File: config.mk
export PLATFORM = sky130hd
export DESIGN_NAME = serial_port_baud_and_regs
export DESIGN_NICKNAME = d
export VERILOG_FILES = /design/src/rtl/serial_port_pkg.sv /design/src/rtl/baud_tick_gen.sv /design/src/rtl/serial_port_baud_and_regs.sv
export SDC_FILE = /design/constraint.sdc
export NUM_CORES = 1
export LEC_CHECK = 0
export BUFFER_PORTS_ARGS = -buffer_cell sky130_fd_sc_hd__buf_2
export CORE_MARGIN = 4
export CORE_UTILIZATION = 40
export DETAILED_ROUTE_END_ITERATION = 6
export GPL_TIMING_DRIVEN = 0
export PLACE_DENSITY = 0.65
export SYNTH_ARGS = -nofsm -noshare
export SYNTH_HDL_FRONTEND = slang
export SYNTH_SLANG_ARGS = --single-unit
File: constraint.sdc
create_clock -name ref_clk -period 4.24 [get_ports ref_clk]
set_input_delay 1.272 -clock ref_clk [delete_from_list [all_inputs] [get_ports ref_clk]]
set_output_delay 1.272 -clock ref_clk [all_outputs]
set_load 0.02 [all_outputs]
File: src/rtl/serial_port_pkg.sv
// Shared constants and types for the serial port programming block.
// Assumes a 16-bit byte address space and 8-bit register data.
package serial_port_pkg;

	// Register addresses, one byte each
	localparam logic [15:0] BASE_ADDR = 16'h3080;
	localparam logic [15:0] ADDR_BAUD_HIGH = 16'h3080;
	localparam logic [15:0] ADDR_BAUD_LOW = 16'h3081;
	localparam logic [15:0] ADDR_CONTROL_ONE = 16'h3082;
	localparam logic [15:0] ADDR_CONTROL_TWO = 16'h3083;
	localparam logic [15:0] ADDR_STATUS_ONE = 16'h3084;
	localparam logic [15:0] ADDR_STATUS_TWO = 16'h3085;
	localparam logic [15:0] ADDR_CONTROL_THREE = 16'h3086;
	localparam logic [15:0] ADDR_DATA_PORT = 16'h3087;
	localparam logic [15:0] ADDR_IRQ_STATUS = 16'h3088;
	localparam logic [15:0] ADDR_IRQ_MASK = 16'h3089;

	// Values after reset
	localparam logic [7:0] RST_BAUD_HIGH = 8'h00;
	localparam logic [7:0] RST_BAUD_LOW = 8'h04;
	localparam logic [7:0] RST_ZERO = 8'h00;
	localparam logic [7:0] RST_STATUS_ONE = 8'hc0;

	// Baud high fields
	localparam int BH_BREAK_IRQ_EN = 7;
	localparam int BH_EDGE_IRQ_EN = 6;
	localparam int BH_STOP_COUNT = 5;
	localparam int DIV_HIGH_BITS = 5;

	// Control one fields
	localparam int C1_LOOPBACK = 7;
	localparam int C1_FREEZE_WAIT = 6;
	localparam int C1_RX_SOURCE = 5;
	localparam int C1_NINE_BIT = 4;
	localparam int C1_WAKE_ADDR = 3;
	localparam int C1_IDLE_AFTER_STOP = 2;
	localparam int C1_PARITY_EN = 1;
	localparam int C1_PARITY_ODD = 0;

	// Control two, control three and status two fields
	localparam int C2_TX_ON = 3;
	localparam int C2_RX_ON = 2;
	localparam int C3_TX_PIN_OUT = 5;
	localparam int S2_BREAK_FLAG = 7;
	localparam int S2_EDGE_FLAG = 6;

	// Interrupt status bits
	localparam int IRQ_BREAK = 0;
	localparam int IRQ_EDGE = 1;
	localparam int IRQ_DIV_COMMIT = 2;
	localparam int IRQ_BITS = 3;

	// Baud generator
	localparam int DIV_WIDTH = 13;
	localparam int OVERSAMPLE = 16;
	localparam logic [3:0] OVERSAMPLE_LAST = 4'(OVERSAMPLE - 1);
	// Start, eight data bits and one stop bit; the ninth bit and a second stop add to it
	localparam logic [3:0] FRAME_BASE_BITS = 4'ha;

	// Line configuration handed to the shift logic
	typedef struct packed {
		logic two_stop;
		logic nine_bit;
		logic parity_en;
		logic parity_odd;
		logic wake_addr;
		logic idle_after_stop;
		logic freeze_in_wait;
		logic [3:0] frame_bits;
	} line_cfg_s;

	// Register bus request
	typedef struct packed {
		logic [15:0] addr;
		logic [7:0] wdata;
		logic wr;
		logic rd;
	} bus_req_s;

endpackage : serial_port_pkg

File: src/rtl/baud_tick_gen.sv
// Baud generator: divides the bus clock by the divisor for a 16x sample tick
// and by sixteen again for a bit tick. Assumes a single clock domain.
`timescale 1ns/1ns
module baud_tick_gen #(
	parameter int WIDTH = serial_port_pkg::DIV_WIDTH
) (
	input wire logic ref_clk,
	input wire logic rst_n,
	input wire logic enable,
	input wire logic [WIDTH-1:0] divisor,
	output logic sample_tick,
	output logic bit_tick,
	output logic running
);

	logic [WIDTH-1:0] count; // Bus clocks within one sample period
	logic [WIDTH-1:0] active_div; // Divisor in use for the current period
	logic [3:0] phase; // Sample ticks within one bit
	logic reload; // Last clock of a sample period
	logic [WIDTH-1:0] period; // Length of the sample period now being counted

	// A zero divisor holds the counters still so nothing toggles
	assign running = enable && (divisor != '0);
	// Restarting from a zero divisor leaves active_div at zero for one period, because
	// it was loaded on the same edge as the low write; the live divisor sets that period
	assign period = (active_div == '0) ? divisor : active_div;
	assign reload = running && (count == period - WIDTH'(1));
	assign sample_tick = reload;
	assign bit_tick = reload && (phase == serial_port_pkg::OVERSAMPLE_LAST);

	// Period counter; new divisor taken only at reload so no period is cut short
	always_ff @(posedge ref_clk or negedge rst_n) begin
		if (!rst_n) begin
			count <= '0;
			active_div <= '0;
		end else if (!running) begin
			count <= '0;
			active_div <= divisor;
		end else if (reload) begin
			count <= '0;
			active_div <= divisor;
		end else begin
			count <= count + WIDTH'(1);
		end
	end

	// Oversample phase counter
	always_ff @(posedge ref_clk or negedge rst_n) begin
		if (!rst_n) begin
			phase <= '0;
		end else if (!running) begin
			phase <= '0;
		end else if (reload) begin
			phase <= phase + 4'h1;
		end
	end

endmodule : baud_tick_gen

File: src/rtl/serial_port_baud_and_regs.sv
// Register bank, divisor buffering, baud generator control and line routing
// of an asynchronous serial port. Assumes the shift logic sits outside on the
// same clock and that rxd and txd pins arrive asynchronously.
//
// Decided for this implementation: the strobed register port.
`timescale 1ns/1ns
module serial_port_baud_and_regs (
	input wire logic ref_clk,
	input wire logic rst_n,
	input wire logic [15:0] bus_addr,
	input wire logic [7:0] bus_wdata,
	input wire logic bus_wr,
	input wire logic bus_rd,
	output logic [7:0] bus_rdata,
	input wire logic [7:0] status_one_in,
	input wire logic break_event,
	input wire logic [7:0] rx_data_in,
	input wire logic rx_data_load,
	output logic [7:0] tx_data,
	output logic tx_data_load,
	input wire logic tx_serial,
	input wire logic rxd_pin,
	input wire logic txd_pin_in,
	output logic txd_pin_out,
	output logic txd_pin_oe,
	output logic rx_serial,
	output logic [7:0] control_two_out,
	output logic [7:0] control_three_out,
	output serial_port_pkg::line_cfg_s line_cfg,
	output logic sample_tick,
	output logic bit_tick,
	output logic baud_running,
	output logic line_irq,
	output logic irq
);

	serial_port_pkg::bus_req_s req; // Bundled bus request

	logic [7:0] baud_high; // Working high register
	logic [7:0] baud_high_buf; // High half waiting for the low write
	logic [7:0] baud_low; // Working low register
	logic [7:0] control_one; // Line options
	logic [7:0] control_two; // Enables for the shift logic
	logic [7:0] status_one; // Copy of the shift logic status
	logic [7:0] status_two; // Flags and status two options
	logic [7:0] control_three; // Further options
	logic [7:0] data_port; // Last received byte
	logic [serial_port_pkg::IRQ_BITS-1:0] irq_status; // Sticky events
	logic [serial_port_pkg::IRQ_BITS-1:0] irq_mask; // Event mask
	logic gen_armed; // Set once the receiver or transmitter is enabled
	logic [serial_port_pkg::DIV_WIDTH-1:0] divisor; // Working divisor
	logic rxd_meta; // First synchroniser stage, rxd pin
	logic rxd_sync; // Second synchroniser stage, rxd pin
	logic txd_meta; // First synchroniser stage, txd pin
	logic txd_sync; // Second synchroniser stage, txd pin
	logic rx_prev; // Receive input one clock ago
	logic edge_event; // Falling edge on the receive input
	logic div_commit; // Low register written this cycle
	logic wr_hit_high; // Decoded write strobes
	logic wr_hit_low;
	logic wr_hit_c1;
	logic wr_hit_c2;
	logic wr_hit_s2;
	logic wr_hit_c3;
	logic wr_hit_data;
	logic wr_hit_mask;
	logic rd_hit_irq; // Read of the interrupt status clears it

	// Address match, shared by the write and read paths
	function automatic logic hit(input logic [15:0] addr, input logic [15:0] reg_addr);
		hit = (addr == reg_addr);
	endfunction : hit

	assign req.addr = bus_addr;
	assign req.wdata = bus_wdata;
	assign req.wr = bus_wr;
	assign req.rd = bus_rd;

	// Write decode; status one is read-only so it has no strobe
	assign wr_hit_high = req.wr && hit(req.addr, serial_port_pkg::ADDR_BAUD_HIGH);
	assign wr_hit_low = req.wr && hit(req.addr, serial_port_pkg::ADDR_BAUD_LOW);
	assign wr_hit_c1 = req.wr && hit(req.addr, serial_port_pkg::ADDR_CONTROL_ONE);
	assign wr_hit_c2 = req.wr && hit(req.addr, serial_port_pkg::ADDR_CONTROL_TWO);
	assign wr_hit_s2 = req.wr && hit(req.addr, serial_port_pkg::ADDR_STATUS_TWO);
	assign wr_hit_c3 = req.wr && hit(req.addr, serial_port_pkg::ADDR_CONTROL_THREE);
	assign wr_hit_data = req.wr && hit(req.addr, serial_port_pkg::ADDR_DATA_PORT);
	assign wr_hit_mask = req.wr && hit(req.addr, serial_port_pkg::ADDR_IRQ_MASK);
	assign rd_hit_irq = req.rd && hit(req.addr, serial_port_pkg::ADDR_IRQ_STATUS);
	assign div_commit = wr_hit_low;

	// High register: flag bits act at once, divisor bits wait for the low write
	always_ff @(posedge ref_clk or negedge rst_n) begin
		if (!rst_n) begin
			baud_high <= serial_port_pkg::RST_BAUD_HIGH;
			baud_high_buf <= serial_port_pkg::RST_BAUD_HIGH;
		end else begin
			if (wr_hit_high) begin
				baud_high_buf <= req.wdata;
				baud_high[7:5] <= req.wdata[7:5];
			end
			if (wr_hit_low) begin
				baud_high[4:0] <= baud_high_buf[4:0];
			end
		end
	end

	// Low register; its write commits the whole divisor
	always_ff @(posedge ref_clk or negedge rst_n) begin
		if (!rst_n) begin
			baud_low <= serial_port_pkg::RST_BAUD_LOW;
		end else if (wr_hit_low) begin
			baud_low <= req.wdata;
		end
	end

	// Divisor assembly
	assign divisor = {baud_high[serial_port_pkg::DIV_HIGH_BITS-1:0], baud_low};

	// Control registers
	always_ff @(posedge ref_clk or negedge rst_n) begin
		if (!rst_n) begin
			control_one <= serial_port_pkg::RST_ZERO;
			control_two <= serial_port_pkg::RST_ZERO;
			control_three <= serial_port_pkg::RST_ZERO;
		end else begin
			if (wr_hit_c1) begin
				control_one <= req.wdata;
			end
			if (wr_hit_c2) begin
				control_two <= req.wdata;
			end
			if (wr_hit_c3) begin
				control_three <= req.wdata;
			end
		end
	end

	// Arming: a nonzero reset divisor must not start the generator on its own
	always_ff @(posedge ref_clk or negedge rst_n) begin
		if (!rst_n) begin
			gen_armed <= 1'b0;
		end else if (wr_hit_c2 && (req.wdata[serial_port_pkg::C2_RX_ON] ||
				req.wdata[serial_port_pkg::C2_TX_ON])) begin
			gen_armed <= 1'b1;
		end
	end

	// Status one mirrors the shift logic; software cannot write it
	always_ff @(posedge ref_clk or negedge rst_n) begin
		if (!rst_n) begin
			status_one <= serial_port_pkg::RST_STATUS_ONE;
		end else begin
			status_one <= status_one_in;
		end
	end

	// Status two: flags clear on a written one, but a same-cycle event wins
	always_ff @(posedge ref_clk or negedge rst_n) begin
		if (!rst_n) begin
			status_two <= serial_port_pkg::RST_ZERO;
		end else begin
			if (wr_hit_s2) begin
				status_two[5:0] <= req.wdata[5:0];
			end
			if (break_event) begin
				status_two[serial_port_pkg::S2_BREAK_FLAG] <= 1'b1;
			end else if (wr_hit_s2 && req.wdata[serial_port_pkg::S2_BREAK_FLAG]) begin
				status_two[serial_port_pkg::S2_BREAK_FLAG] <= 1'b0;
			end
			if (edge_event) begin
				status_two[serial_port_pkg::S2_EDGE_FLAG] <= 1'b1;
			end else if (wr_hit_s2 && req.wdata[serial_port_pkg::S2_EDGE_FLAG]) begin
				status_two[serial_port_pkg::S2_EDGE_FLAG] <= 1'b0;
			end
		end
	end

	// Data port: written bytes go to the transmitter, received bytes land here
	always_ff @(posedge ref_clk or negedge rst_n) begin
		if (!rst_n) begin
			data_port <= serial_port_pkg::RST_ZERO;
			tx_data <= serial_port_pkg::RST_ZERO;
			tx_data_load <= 1'b0;
		end else begin
			tx_data_load <= wr_hit_data;
			if (wr_hit_data) begin
				tx_data <= req.wdata;
			end
			if (rx_data_load) begin
				data_port <= rx_data_in;
			end
		end
	end

	// Pin synchronisers; only the second stage is read by logic
	always_ff @(posedge ref_clk or negedge rst_n) begin
		if (!rst_n) begin
			rxd_meta <= 1'b1;
			rxd_sync <= 1'b1;
			txd_meta <= 1'b1;
			txd_sync <= 1'b1;
		end else begin
			rxd_meta <= rxd_pin;
			rxd_sync <= rxd_meta;
			txd_meta <= txd_pin_in;
			txd_sync <= txd_meta;
		end
	end

	// Receive input routing: pin, internal loop or single wire
	always_comb begin
		if (!control_one[serial_port_pkg::C1_LOOPBACK]) begin
			rx_serial = rxd_sync;
		end else if (control_one[serial_port_pkg::C1_RX_SOURCE]) begin
			rx_serial = txd_sync;
		end else begin
			rx_serial = tx_serial;
		end
	end

	// Transmit pin; in single-wire mode direction follows control three
	assign txd_pin_out = tx_serial;
	assign txd_pin_oe = !(control_one[serial_port_pkg::C1_LOOPBACK] &&
		control_one[serial_port_pkg::C1_RX_SOURCE]) ||
		control_three[serial_port_pkg::C3_TX_PIN_OUT];

	// Active edge detect on whatever feeds the receiver
	always_ff @(posedge ref_clk or negedge rst_n) begin
		if (!rst_n) begin
			rx_prev <= 1'b1;
		end else begin
			rx_prev <= rx_serial;
		end
	end
	assign edge_event = rx_prev && !rx_serial;

	// Line options for the shift logic
	assign line_cfg.two_stop = baud_high[serial_port_pkg::BH_STOP_COUNT];
	assign line_cfg.nine_bit = control_one[serial_port_pkg::C1_NINE_BIT];
	assign line_cfg.parity_en = control_one[serial_port_pkg::C1_PARITY_EN];
	assign line_cfg.parity_odd = control_one[serial_port_pkg::C1_PARITY_ODD];
	assign line_cfg.wake_addr = control_one[serial_port_pkg::C1_WAKE_ADDR];
	assign line_cfg.idle_after_stop = control_one[serial_port_pkg::C1_IDLE_AFTER_STOP];
	assign line_cfg.freeze_in_wait = control_one[serial_port_pkg::C1_FREEZE_WAIT];
	// Start, eight data bits, optional ninth, one or two stops; parity is inside the data
	assign line_cfg.frame_bits = serial_port_pkg::FRAME_BASE_BITS +
		{3'h0, control_one[serial_port_pkg::C1_NINE_BIT]} +
		{3'h0, baud_high[serial_port_pkg::BH_STOP_COUNT]};

	assign control_two_out = control_two;
	assign control_three_out = control_three;

	// Baud generator
	baud_tick_gen #(
		.WIDTH(serial_port_pkg::DIV_WIDTH)
	) u_baud (
		.ref_clk(ref_clk),
		.rst_n(rst_n),
		.enable(gen_armed),
		.divisor(divisor),
		.sample_tick(sample_tick),
		.bit_tick(bit_tick),
		.running(baud_running)
	);

	// Line interrupt request: flag gated by its enable, polled otherwise
	assign line_irq = (status_two[serial_port_pkg::S2_BREAK_FLAG] &&
		baud_high[serial_port_pkg::BH_BREAK_IRQ_EN]) ||
		(status_two[serial_port_pkg::S2_EDGE_FLAG] &&
		baud_high[serial_port_pkg::BH_EDGE_IRQ_EN]);

	// Sticky event status, cleared by read; a new event in that cycle survives
	always_ff @(posedge ref_clk or negedge rst_n) begin
		if (!rst_n) begin
			irq_status <= '0;
		end else begin
			irq_status <= (rd_hit_irq ? '0 : irq_status) |
				{div_commit, edge_event, break_event};
		end
	end

	// Interrupt mask
	always_ff @(posedge ref_clk or negedge rst_n) begin
		if (!rst_n) begin
			irq_mask <= '0;
		end else if (wr_hit_mask) begin
			irq_mask <= req.wdata[serial_port_pkg::IRQ_BITS-1:0];
		end
	end

	assign irq = |(irq_status & irq_mask);

	// Read data one clock after the strobe; unmapped addresses read zero
	always_ff @(posedge ref_clk or negedge rst_n) begin
		if (!rst_n) begin
			bus_rdata <= '0;
		end else if (!req.rd) begin
			bus_rdata <= '0;
		end else if (hit(req.addr, serial_port_pkg::ADDR_BAUD_HIGH)) begin
			bus_rdata <= {baud_high[7:5], baud_high_buf[4:0]};
		end else if (hit(req.addr, serial_port_pkg::ADDR_BAUD_LOW)) begin
			bus_rdata <= baud_low;
		end else if (hit(req.addr, serial_port_pkg::ADDR_CONTROL_ONE)) begin
			bus_rdata <= control_one;
		end else if (hit(req.addr, serial_port_pkg::ADDR_CONTROL_TWO)) begin
			bus_rdata <= control_two;
		end else if (hit(req.addr, serial_port_pkg::ADDR_STATUS_ONE)) begin
			bus_rdata <= status_one;
		end else if (hit(req.addr, serial_port_pkg::ADDR_STATUS_TWO)) begin
			bus_rdata <= status_two;
		end else if (hit(req.addr, serial_port_pkg::ADDR_CONTROL_THREE)) begin
			bus_rdata <= control_three;
		end else if (hit(req.addr, serial_port_pkg::ADDR_DATA_PORT)) begin
			bus_rdata <= data_port;
		end else if (hit(req.addr, serial_port_pkg::ADDR_IRQ_STATUS)) begin
			bus_rdata <= {5'h00, irq_status};
		end else if (hit(req.addr, serial_port_pkg::ADDR_IRQ_MASK)) begin
			bus_rdata <= {5'h00, irq_mask};
		end else begin
			bus_rdata <= '0;
		end
	end

endmodule : serial_port_baud_and_regs

Word level (Yosys, flattened, before mapping)
Index checks and enable logic that the tools add are counted.
- $add $sub $neg: 5
- bitwise operators: 2
- reductions and logical operators: 29
- multiplexer cells: 25
- equality and inequality tests: 13
- operator list (kind ; number):
    $eq A16 B14 Y1 const B ; 10
    $mux W8 ; 9
    $mux W13 ; 5
    $logic_and A1 B1 Y1 ; 19
    $add A13 B1 Y13 const B ; 1
    $eq A13 B13 Y1 ; 1
    $logic_not A13 Y1 ; 1
    $reduce_bool A13 Y1 ; 1
    $sub A13 B1 Y13 const B ; 1
    $mux W3 ; 3
    $mux W4 ; 2
    $mux W1 ; 6
    $add A4 B1 Y4 ; 1
    $add A4 B1 Y4 const A ; 1
    $add A4 B1 Y4 const B ; 1
    $eq A4 B4 Y1 const B ; 1
    $reduce_bool A2 Y1 ; 2
    $and A3 B3 Y3 ; 1
    $logic_or A1 B1 Y1 ; 3
    $or A3 B3 Y3 ; 1
    $reduce_or A3 Y1 ; 1
    $logic_not A1 Y1 ; 2
    $ne A2 B2 Y1 const B ; 1
- output and inout port bits: 52
- logic and storage cells: 100
- input bits: 49
- bits in registers: 128

Logic depth before layout (Yosys ltp)
Gate-level depths: netlist of the first run.
- depth after elaboration: 12
- depth in mapped cells: 15
- depth with buffers taken out: 12

Hierarchy
Synthesis of the first run repeated with hierarchy kept, for this count alone.
- cells, all modules: 539
- area total of the unflattened synthesis: 6638.9 um^2
- modules (own cells, without submodules) (module ; area an instance (um^2) ; cells each ; seq. area each (um^2) ; instances):
    serial_port_baud_and_regs ; 4483.0 ; 331 ; 2462.4 ; 1
    baud_tick_gen ; 2155.8 ; 208 ; 750.7 ; 1

Least setup slack after synthesis of the first run
OpenSTA, ideal clock, no wires.
- path type: register to output
- start point: reg u_baud.active_div[0]
- end point: out bit_tick
- required time: 2.968 ns
- data arrival time: 3.594 ns
- stages on the path, launching flop included: 13
- slack: -0.626 ns
- buffers on the path: 1
- cells stage by stage: dfrtp_1 -> or4_4 -> nor2_4 -> buf_6 -> a31oi_1 -> ha_1 -> xnor2_1 -> xnor2_1 -> nand3_1 -> or4_1 -> a2111o_1 -> nor2_1 -> and4_1
- longest elaborated chain between the ends: 6
- ends and longest elaborated chain (what ; line ; source):
    start, declared ; baud_tick_gen.sv:17 ; logic [WIDTH-1:0] active_div;
    start signal, assigned ; baud_tick_gen.sv:38 ; active_div <= divisor;
    start signal, assigned ; baud_tick_gen.sv:41 ; active_div <= divisor;
    $logic_not A13 Y1 ; baud_tick_gen.sv:26 ; assign period = (active_div == '0) ? divisor : active_div;
    $mux W13 (*) ; baud_tick_gen.sv:26 ;
    $sub A13 B1 Y13 (*) ; baud_tick_gen.sv:27 ; assign reload = running && (count == period - WIDTH'(1));
    $eq A13 B13 Y1 (*) ; baud_tick_gen.sv:27 ;
    $logic_and A1 B1 Y1 (*) ; baud_tick_gen.sv:27 ;
    named net sample_tick ; serial_port_baud_and_regs.sv:30 ; output logic sample_tick,
    $logic_and A1 B1 Y1 (*) ; baud_tick_gen.sv:29 ; assign bit_tick = reload && (phase == serial_port_pkg::OVERSAMPLE_LAST);
    end, declared ; serial_port_baud_and_regs.sv:31 ; output logic bit_tick,
The timed path passes the listed nets; every way through them passes the cells marked *.

Worst setup path after layout of the first run
- start point: reg u_baud.active_div[7]
- end point: out bit_tick
- longest elaborated chain between the ends: 6
- ends and longest elaborated chain (what ; line):
    $logic_not A13 Y1 ; baud_tick_gen.sv:26
    $mux W13 (*) ; baud_tick_gen.sv:26
    $sub A13 B1 Y13 (*) ; baud_tick_gen.sv:27
    $eq A13 B13 Y1 (*) ; baud_tick_gen.sv:27
    $logic_and A1 B1 Y1 (*) ; baud_tick_gen.sv:27
    $logic_and A1 B1 Y1 (*) ; baud_tick_gen.sv:29
Mark *: on every way between the ends. The rest lies on a longest branch, timed or not.

==> results of run 1 <==
report_power, final:
group	switching (W)	total, W	internal (W)
clock network	0.000570	0.00142	0.000847
registers	0.00000730	0.00125	0.00124
logic	0.0000724	0.000118	0.0000458
state kept, by name, indices dropped and copies added, names as in the netlist, 3 cells and up:
name	cells
status_one	8
baud_high_buf	5
control_three_out	8
u_baud.phase	4
bus_rdata	8
data_port	8
irq_mask	3
u_baud.active_div	13
baud_high	8
status_two	8
u_baud.count	13
control_one	8
control_two_out	8
baud_low	8
tx_data	8
irq_status	3
final cells by class:
cell class,instances,area [um^2]
Multi-Input combinational cell,374,2820
Tap cell,188,235
Buffer,23,150
Clock inverter,13,128
Inverter,12,45.0
Timing Repair Buffer,116,667
Clock buffer,19,453
Sequential cell,128,3210
Fill cell,1334,7430
worst max-delay path by stage:
stage / slack (ns) / cells past startpoint / to / startpoint
floorplan: -0.32 / 12 / bit_tick / u_baud.active_div[3]$_DFFE_PN0P_
global placement: -0.56 / 14 / bit_tick / u_baud.active_div[6]$_DFFE_PN0P_
detailed placement: -0.62 / 14 / bit_tick / u_baud.active_div[3]$_DFFE_PN0P_
CTS: -0.72 / 14 / bit_tick / u_baud.active_div[9]$_DFFE_PN0P_
global route: -0.84 / 13 / bit_tick / u_baud.active_div[7]$_DFFE_PN0P_
finish: -0.70 / 13 / bit_tick / u_baud.active_div[7]$_DFFE_PN0P_
metrics by stage:
step	setup TNS, ns	hold WS [ns]	power, W
2_1_floorplan	-0.371	0.345	0.00131
3_3_place_gp	-0.933	0.346	0.00138
3_5_place_dp	-1.06	0.347	0.00139
4_1_cts	-1.34	0.356	0.00280
5_1_grt	-1.59	0.361	0.00287
6_report	-1.31	0.356	0.00278
kinds of logic (layout without fill, tap and decap cells):
kind of cell / count (synthesis) / in the layout
flip-flops: 128 / 128
AND/OR/NAND/NOR: 168 / 168
adder cells (fa/ha/maj): 4 / 4
multiplexers: 90 / 90
buffers and inverters: 35 / 183
XOR/XNOR: 30 / 30
other: 1 / 1
AO/OA/AOI/OAI: 81 / 81
layer usage:
metal	GRT usage [%]	vias to the layer above	wire, um
li1	-	2200	-
met1	22.1	2398	6500
met2	33.7	158	8300
met3	4.92	34	987
met4	7.18	0	329
met5	0	-	0
layout by cell type (no fill, tap or decap), types with 6 or more instances in the layout:
cell | netlist | layout
nand3_1 | 14 | 14
xor2_1 | 10 | 10
dfrtp_1 | 120 | 119
and3_1 | 7 | 7
inv_1 | 11 | 11
dfstp_2 | 8 | 8
buf_4 | 10 | 27
xnor2_1 | 19 | 18
o22ai_1 | 8 | 8
o21ai_0 | 22 | 22
clkbuf_1 | 8 | 8
or2_2 | 6 | 6
clkbuf_16 | 0 | 17
nor2_1 | 33 | 32
nand2_1 | 70 | 69
mux2_1 | 6 | 6
a31oi_1 | 9 | 7
a21oi_1 | 10 | 10
mux2_2 | 64 | 64
nor3_1 | 7 | 7
buf_2 | 0 | 94
mux2i_1 | 15 | 15
buf_6 | 3 | 7
critical path, stage by stage, from the launching register on:
cell      delay [ns]
dfrtp_1         0.40
or4_4           0.55
nor2_4          0.19
buf_6           0.13
a31oi_4         0.09
ha_4            0.19
xnor2_2         0.13
xnor2_1         0.14
nand3_1         0.09
or4_4           0.53
a2111o_1        0.39
nor2_4          0.12
and4_4          0.21
buf_6           0.11
what timing repair did:
| item | 4_1_cts | 5_1_grt |
|---|---|---|
| pin swaps | 14 | 4 |
| endpoints found under the setup margin | 2 | 2 |
| resized for setup | 9 | 3 |
| setup buffers | 16 | 1 |
==> metrics.md, run 1 <==
| Metric | Value |
|---|---|
| Post-DP HPWL | 11.5 mm |
| Initial Utilization | around two fifths |
| Overall routed net length | 16.1 mm |
| Largest net degree at the start of global routing | 107 |
| Total die area | 17400 um^2 |
| Status | complete, but fails checks |
| Finished Cell Area | just under 8000 um^2 |
| Final Non-Filler Cells | 873 |
| R2R Path Start | u_baud.active_div[7]$_DFFE_PN0P_ |
| PortBufs | 97 |
| Final Worst Setup Slack | -0.704 ns |
| Largest family of logic cells by synthesized area | multiplexers |
| Post-Synth XOR/XNOR Area | 4.50% |
| Crit-path max FO | 3 |
| Post-synthesis compound-gate area fraction | 8.82% |
| H-tree levels | 4 |
| Fmax | 0.202 GHz |
| Clk Latency, worst-skew pair | 0.42 ns |
| Actual slew at the worst max-slew pin | 0.902 ns |
| I/O pins | 101 |
| Post-synth EDFFs | 0 |
| Most area-hungry cell type in the Yosys netlist | dfrtp_1 |
| Final Hold Vio Count | 0 |
| Placed inst area | 6940 um^2 |
| Slew HR | 39.7% |
| PwrDens | 361 nW/um^2 |
| Vias per cell | 5.49 |
| Vias | ~4800 |
| Register bit total from synthesis | approximately 130 |
| 1st-iter DRT viols | 294 |
| Syn_nets | 590 |
| Seq/Total Area, Yosys | 52.3% |
| Area of the mapped netlist | 6150 um^2 |
| Failing checks | setup timing |
| Startpoint type of the worst setup path | register |
| Ys async rst share | 100% |
| Root Buffer Master | clkbuf_16 |
| Global placement routability congestion | 0.899 |
| Vias in the first global route | about 5100 |
| Synthesized-area fraction occupied by adder cells | 0.814% |
| Count of cell types in the netlist | 59 |
| TritonCTS sink count | around 130 |
| Worst-path clk slew | around 0.060 ns |
| R2R depth | 14 |
| Average size of a mapped cell | 11.4 um^2 |
| Max Root-Sink Buffers | 2 |
| Post-layout util | 50.9% |
| Cell row count | between 40 and 50 |
| Initial antenna violation count | 0 |
| Most frequent cell after synthesis | dfrtp_1 |
| Hold depth | 0 |
| Endpoint type of the worst setup path | output pin |
| CP Class | register to output pin |
| Final worst path period share | 117% |
| Critical Path AT | about 3.7 ns |
| Ranking of synthesized cells by area | dfrtp_1 (49%), mux2_2 (12%), nand2_1 (4.3%), dfstp_2 (3.4%), xnor2_1 (2.7%) |
| First-pass DRT Iterations | 5 |
| Final ANT Viol Nets | 0 |
| Dpl ws | -0.618 ns |
| Die Height | 132 um |
| Fraction of layout cells with a size suffix above 1 | between 30% and 40% |
| Global route overflow | 0 |
| Simple-gate share of the synthesized area | 13.3% |
| RSZ-0062 raised after global routing | true |
| N_diodes | 0 |
| Clock period minus worst slack | 4.94 ns |
| R2r setup slk | 0.37 ns |
| Worst IR drop on VDD | 280 uV |
| Die width | about 130 um |
| First-pass GRT wire length | 26.3 mm |
| Hold Crit Start | rxd_meta$_DFF_PN1_ |
| Synthesis Warnings | 0 |
| Floorplan core area | between 15000 and 20000 um^2 |
| TritonCTS clock tree | yes |
| Max-capacitance violation count | 0 |
| P_leak | 3.81 nW |
| Worst min path class | register to register |
| Max Transition Viols Final | 0 |
| Critical Path RT | 2.97 ns |
| R2R Path End | u_baud.active_div[7]$_DFFE_PN0P_ |
| Top cells by count, synth | dfrtp_1 (120), nand2_1 (70), mux2_2 (64) |
| DRC Markers | 0 |
| Top FF cell, synth | dfrtp_1 |
| Placed Instances | 824 |
| Synth Instances | around 540 |
| Nets | 725 |
| Total CTS buffers | 17 |
| Area Growth Syn to Fin | 25.5% |
| Count of hold-fix buffers inserted at cts | 0 |
| Setup-failing EPs final | 2 |
| Share of Yosys cell area claimed by the top area cell type | about 49% |
| Multiplexer area fraction after synthesis | 17.1% |
| Clock Skews | 0.00773 ns |
| GRT Overall Usage | 19.0% |
| WL/cell | 18.5 um |
| WHS Endpoint | rxd_sync$_DFF_PN1_ |
(Power assumes the default switching activity.)
==> run 2: changes to the inputs <==
--- a/config.mk
+++ b/config.mk
@@ -6,7 +6,7 @@
 export NUM_CORES = 1
 export LEC_CHECK = 0
 export BUFFER_PORTS_ARGS = -buffer_cell sky130_fd_sc_hd__buf_2
-export CORE_MARGIN = 4
+export CORE_MARGIN = 1.5
 export CORE_UTILIZATION = 40
 export DETAILED_ROUTE_END_ITERATION = 6
 export GPL_TIMING_DRIVEN = 0
==> run 2 against run 1 <==
- the run still ends with setup timing left
- utilization rose by 0.31 points
- worst setup slack worse by 0.031 ns
- total power up 1.4%
- register-to-register slack got worse by 0.06 ns
- routed wire length shrank 2.2%
- maximum frequency decreased by 0.63%
- die area fell by 7.4%
- sequential power is essentially flat
- first-iteration DRC count decreased by 26%
- critical endpoint unchanged
- largest cell class unchanged
- largest power group unchanged
==> metrics.md, run 2 (synthesis gave the netlist of run 1 again) <==
| Metric | Value |
|---|---|
| GRT Overall Usage | 20.8% |
| Post-DP HPWL | 11.1 mm |
| Count of hold-fix buffers inserted at cts | 0 |
| Nets | 726 |
| Largest net degree at the start of global routing | roughly 110 |
| TritonCTS sink count | 128 |
| R2R Path Start | u_baud.active_div[7]$_DFFE_PN0P_ |
| DRC Markers | 0 |
| Initial Utilization | between 40% and 50% |
| Commonest cells after routing, fill and taps aside | dfrtp_1 (116), buf_2 (94), nand2_1 (69) |
| H-tree levels | 4 |
| Clk Latency, worst-skew pair | 0.42 ns |
| Cell row count | 45 |
| WL/cell | 18.0 um |
| WHS Endpoint | rxd_sync$_DFF_PN1_ |
| Max Root-Sink Buffers | 2 |
| Critical Path AT | 3.70 ns |
| Global placement routability congestion | 0.887 |
| Final Worst Setup Slack | -0.736 ns |
| CP max stage delay | 0.56 ns |
| Vias in the first global route | 5108 |
| Vias | between 4000 and 5000 |
| Worst IR drop on VDD | 272 uV |
| Final worst path period share | 117% |
| I/O pins | 101 |
| Crit path buf inv count | 2 |
| Die width | 127 um |
| Status | complete, but fails checks |
| CP Class | register to output pin |
| TritonCTS clock tree | yes |
| Clock power share | around half |
| Startpoint type of the worst setup path | register |
| Dpl ws | -0.576 ns |
| PortBufs | 97 |
| Cell Int Power | between 0.002 and 0.0025 W |
| 1st-iter DRT viols | around 220 |
| CP Cell Sequence | or4_4 -> nor2_4 -> buf_6 -> a31oi_4 -> ha_4 -> xnor2_2 -> xnor2_1 -> nand3_1 -> or4_4 -> a2111o_1 -> nor2_4 -> and4_4 -> buf_6 |
| Floorplan core area | 15100 um^2 |
| Power share of the combinational group | just over 4% |
| Total negative slack | -1.37 ns |
| Max Transition Viols Final | 0 |
| WHS | 0.355 ns |
| Clock Skews | 0.00868 ns |
| Die Height | 127 um |
| Largest regs | u_baud.active_div (13), u_baud.count (13) |
| Slowest-stage cell, CP | or4_4 |
| Fmax | 0.201 GHz |
| R2R depth | 14 |
| Hold Crit Start | rxd_meta$_DFF_PN1_ |
| Total power | approximately 0.0028 W |
| P_leak | 3.83 nW |
| Total CTS buffers | 17 |
| Worst min path class | register to register |
| Switch share | 22.8% |
| Fraction of layout cells with a size suffix above 1 | between 30% and 40% |
| Final ANT Viol Nets | 0 |
| Slew HR | between 40% and 50% |
| Setup-failing EPs final | 2 |
| R2r setup slk | about 0.31 ns |
| First-pass GRT wire length | ~26 mm |
| RSZ-0062 raised after global routing | true |
| Max-capacitance violation count | 0 |
| Critical Path RT | 2.97 ns |
| Total die area | 16100 um^2 |
| Vias per cell | roughly 5.5 |
| Hold depth | 0 |
| Root Buffer Master | clkbuf_16 |
| Overall routed net length | around 16 mm |
| Global route overflow | 0 |
| R2R Path End | u_baud.active_div[9]$_DFFE_PN0P_ |
| Clock period minus worst slack | 4.98 ns |
| Actual slew at the worst max-slew pin | 0.892 ns |
| Worst-path clk slew | 0.06 ns |
| N_diodes | 0 |
| Crit-path max FO | 3 |
| Final Hold Vio Count | 0 |
| Failing checks | setup timing |
| Area Growth Syn to Fin | 25.8% |
| CP top delay family | simple AND/OR/NAND/NOR gates |
| Initial antenna violation count | 0 |
| Commonest non-fill, non-tap cell in the layout | dfrtp_1 |
| Endpoint type of the worst setup path | output pin |
| Net Sw Power | 0.000642 W |
| Part of the power in registers | 44.2% |
| Post-layout util | 51.2% |
| First-pass DRT Iterations | 7 |
| PwrDens | 365 nW/um^2 |
## run 2: changes by cell type in the layout (fill, tap and decap cells not counted), sizes merged
cell | before | now
clkinvlp | 5 | 1
clkinv | 3 | 6
buf | 131 | 132
bufinv | 1 | 2
## run 2: timing repair
item                       CTS  global route
pin swaps                   17             1
buffers inserted            17             1
resized for setup           12             2
setup endpoints to repair    2             2
## run 2: area by class of cell
class                      instances  area, um^2
clock buffer                      19         443
multi-input combinational        374        2820
clock inverter                    13         150
fill                            1342        7360
inverter                          12        45.0
timing repair buffer             117         674
sequential                       128        3220
buffer                            23         150
tap                              188         235
## run 2: power by group through the flow
stage | logic [W] | registers [W] | clock network, W
6_report | 0.000117 | 0.00125 | 0.00146
5_1_grt | 0.000130 | 0.00125 | 0.00154
4_1_cts | 0.000119 | 0.00125 | 0.00148
3_5_place_dp | 0.000119 | 0.00127 | 0
3_3_place_gp | 0.000112 | 0.00127 | 0
2_1_floorplan | 0.0000460 | 0.00126 | 0
## run 2: worst max path at each step
stage	slack, ns	from	cells past startpoint	endpoint
2_1_floorplan	-0.32	u_baud.active_div[3]$_DFFE_PN0P_	12	bit_tick
3_3_place_gp	-0.56	u_baud.active_div[6]$_DFFE_PN0P_	14	bit_tick
3_5_place_dp	-0.58	u_baud.active_div[3]$_DFFE_PN0P_	14	bit_tick
4_1_cts	-0.73	u_baud.active_div[7]$_DFFE_PN0P_	13	bit_tick
5_1_grt	-0.86	u_baud.active_div[7]$_DFFE_PN0P_	14	bit_tick
6_report	-0.74	u_baud.active_div[7]$_DFFE_PN0P_	13	bit_tick
## run 2: stage by stage
step	instances	instance area, um^2
detailed placement	824	6940
CTS	873	7710
global placement	822	6890
global route	874	7730
floorplan	537	6170
finish	874	7730
## run 2: layer usage
layer | track usage, % | wire (um)
met2 | 36.1 | 8120
met3 | 5.10 | 914
met5 | 0 | 0
met4 | 8.82 | 479
met1 | 24.5 | 6250
==> run 3: changes to the inputs <==
--- a/config.mk
+++ b/config.mk
@@ -10,7 +10,7 @@
 export CORE_UTILIZATION = 40
 export DETAILED_ROUTE_END_ITERATION = 6
 export GPL_TIMING_DRIVEN = 0
-export PLACE_DENSITY = 0.65
+export PLACE_DENSITY = 0.63
 export SYNTH_ARGS = -nofsm -noshare
 export SYNTH_HDL_FRONTEND = slang
 export SYNTH_SLANG_ARGS = --single-unit
==> constraint.sdc (replaced) <==
create_clock -name ref_clk -period 5.1 [get_ports ref_clk]
set_input_delay 1.53 -clock ref_clk [delete_from_list [all_inputs] [get_ports ref_clk]]
set_output_delay 1.53 -clock ref_clk [all_outputs]
set_load 0.02 [all_outputs]
==> run 3 against run 2 <==
- the flow still finishes with violations (setup timing)
- global-route usage down 0.68 points
- clock skew up 0.0026 ns
- register-to-register slack better by 0.96 ns
- clock-buffer cell count down 2
- via count down 2.8%
- cell count up 0.57%
- sequential share of layout area down 0.14 points
- critical path type unchanged
- largest cell class unchanged
==> metrics.md, run 3 (synthesis gave the netlist of run 1 again) <==
| Metric | Value |
|---|---|
| First-pass GRT wire length | 25.2 mm |
| Slowest-stage cell, CP | or4_4 |
| Worst-path clk slew | 0.07 ns |
| Initial Utilization | 40.7% |
| Largest net degree at the start of global routing | 73 |
| Area Growth Syn to Fin | 26.1% |
| Vias | 4685 |
| Total die area | 16100 um^2 |
| 1st-iter DRT viols | 272 |
| Met3 usage | 5.69% |
| Max-capacitance violation count | 0 |
| Fraction of layout cells with a size suffix above 1 | 39.1% |
| Failing checks | setup timing |
| Post-DP HPWL | 11.0 mm |
| Global placement routability congestion | 0.824 |
| Max Transition Viols Final | 0 |
| Worst min path class | register to register |
| Root Buffer Master | clkbuf_16 |
| Initial antenna violation count | 0 |
| I/O pins | around 100 |
| Nets | 731 |
| Clock Skews | approximately 0.011 ns |
| TritonCTS clock tree | yes |
| Commonest cells after routing, fill and taps aside | dfrtp_1 (119), buf_2 (95), nand2_1 (69) |
| Setup-failing EPs final | 1 |
| Placed inst area | around 6900 um^2 |
| Die Height | 127 um |
| Status | complete, but fails checks |
| Vias per cell | 5.33 |
| Endpoint type of the worst setup path | output pin |
| Final Hold Vio Count | 0 |
| P_leak | 3.84 nW |
| Overall routed net length | 15.4 mm |
| Die width | 127 um |
| Final Worst Setup Slack | -0.0605 ns |
| GRT Overall Usage | 20.1% |
| GRT met1 Usage | 24.6% |
| Floorplan core area | ~15000 um^2 |
| Post-layout util | approximately 51% |
| Max Root-Sink Buffers | 2 |
| Clk Latency, worst-skew pair | 0.41 ns |
| Actual slew at the worst max-slew pin | roughly 0.9 ns |
| Commonest non-fill, non-tap cell in the layout | dfrtp_1 |
| N_diodes | 0 |
| RSZ-0062 raised after global routing | true |
| Critical Path RT | 3.57 ns |
| H-tree levels | 4 |
| First-pass DRT Iterations | 4 |
| Crit path buf inv count | 2 |
| Fill count | 1361 |
| Startpoint type of the worst setup path | register |
| CP max stage delay | 0.57 ns |
| Final ANT Viol Nets | 0 |
| TritonCTS sink count | 128 |
| Critical Path AT | 3.63 ns |
| Final worst path period share | 101% |
| CP top delay family | compound AO/OA/AOI/OAI gates |
| Vias in the first global route | 4848 |
| Slew HR | 38.8% |
| CP Cell Sequence | or4_4 -> nor2_4 -> buf_6 -> a31oi_4 -> ha_4 -> nand2_4 -> a211o_1 -> nand2b_1 -> a211o_1 -> a31o_2 -> a2111o_1 -> nor2_2 -> and4_1 -> buf_6 |
| Finished Cell Area | about 7700 um^2 |
| WL/cell | 17.6 um |
| Total negative slack | -0.0605 ns |
| Cell row count | 45 |
| CP Class | register to output pin |
| Dpl ws | -0.0831 ns |
| Largest regs | u_baud.active_div (13), u_baud.count (13) |
| Crit-path max FO | 3 |
| PwrDens | 295 nW/um^2 |
| Met2 Use GR | between 30% and 40% |
| Total CTS buffers | 17 |
| Count of hold-fix buffers inserted at cts | 0 |
| GRT Max-Usage Layer | met2 |
| WHS | 0.356 ns |
| Clock period minus worst slack | 5.16 ns |
| Global route overflow | 0 |
| DRC Markers | 0 |
| Fmax | 0.194 GHz |
| PortBufs | 97 |
| Worst IR drop on VDD | about 430 uV |
-- run 3: cell type report --
| class | instances | area [um^2] | area share (%) |
|---|---|---|---|
| timing repair buffer | 122 | 713 | 9.20 |
| buffer | 23 | 150 | 1.94 |
| clock buffer | 17 | 425 | 5.49 |
| sequential | 128 | 3210 | 41.5 |
| clock inverter | 15 | 144 | 1.86 |
| tap | 188 | 235 | 3.04 |
| inverter | 12 | 45.0 | 0.581 |
| multi-input combinational | 374 | 2820 | 36.4 |
-- run 3: final timing paths --
kind | slack, ns | end | cells after the start | startpoint
max reg2reg | 1.27 | u_baud.active_div[7]$_DFFE_PN0P_ | 15 | u_baud.active_div[8]$_DFFE_PN0P_
min | 0.36 | rxd_sync$_DFF_PN1_ | 0 | rxd_meta$_DFF_PN1_
min reg2reg | 0.36 | rxd_sync$_DFF_PN1_ | 0 | rxd_meta$_DFF_PN1_
max in group asynchronous | 3.26 | baud_low[2]$_DFFE_PN1P_ | 2 | rst_n
max | -0.06 | bit_tick | 14 | u_baud.active_div[8]$_DFFE_PN0P_
min in group asynchronous | 1.07 | u_baud.count[8]$_DFF_PN0_ | 1 | rst_n
-- run 3: worst reg2reg max path, cell delays in order, from the launching register on --
cell      delay [ns]
dfrtp_1         0.38
or4_4           0.57
nor2_4          0.16
buf_6           0.13
a31oi_4         0.10
ha_4            0.21
nand2_4         0.05
a211o_1         0.14
nand2b_1        0.07
a211o_1         0.26
a31o_2          0.26
a2111o_1        0.46
buf_4           0.18
nand2_2         0.18
buf_6           0.20
mux2_1          0.34
-- run 3: per-stage QoR --
step                std cells  total power, W
floorplan                 537         0.00109
global placement          822         0.00115
CTS                       876         0.00231
detailed placement        824         0.00115
finish                    879         0.00229
global route              879         0.00237
-- run 3: timing repair --
item,in CTS,in global routing
pin swaps,9,9
buffers inserted,20,3
endpoints found under the setup margin,2,2
resized for setup,12,8
cloned,0,0
-- run 3: power breakdown --
group / internal [W] / leakage, nW / switching (W)
Combinational: 0.0000381 / 1.88 / 0.0000597
Clock: 0.000647 / 0.269 / 0.000510
Sequential: 0.00103 / 1.70 / 0.00000550
Total: 0.00171 / 3.84 / 0.000575
-- run 3: metal layers --
| layer | vias up | part of all wire (%) |
|---|---|---|
| met1 | 2358 | 43 |
| met2 | 111 | 52 |
| li1 | 2207 | - |
| met4 | 0 | 0.84 |
| met5 | - | 0 |
| met3 | 9 | 4.6 |
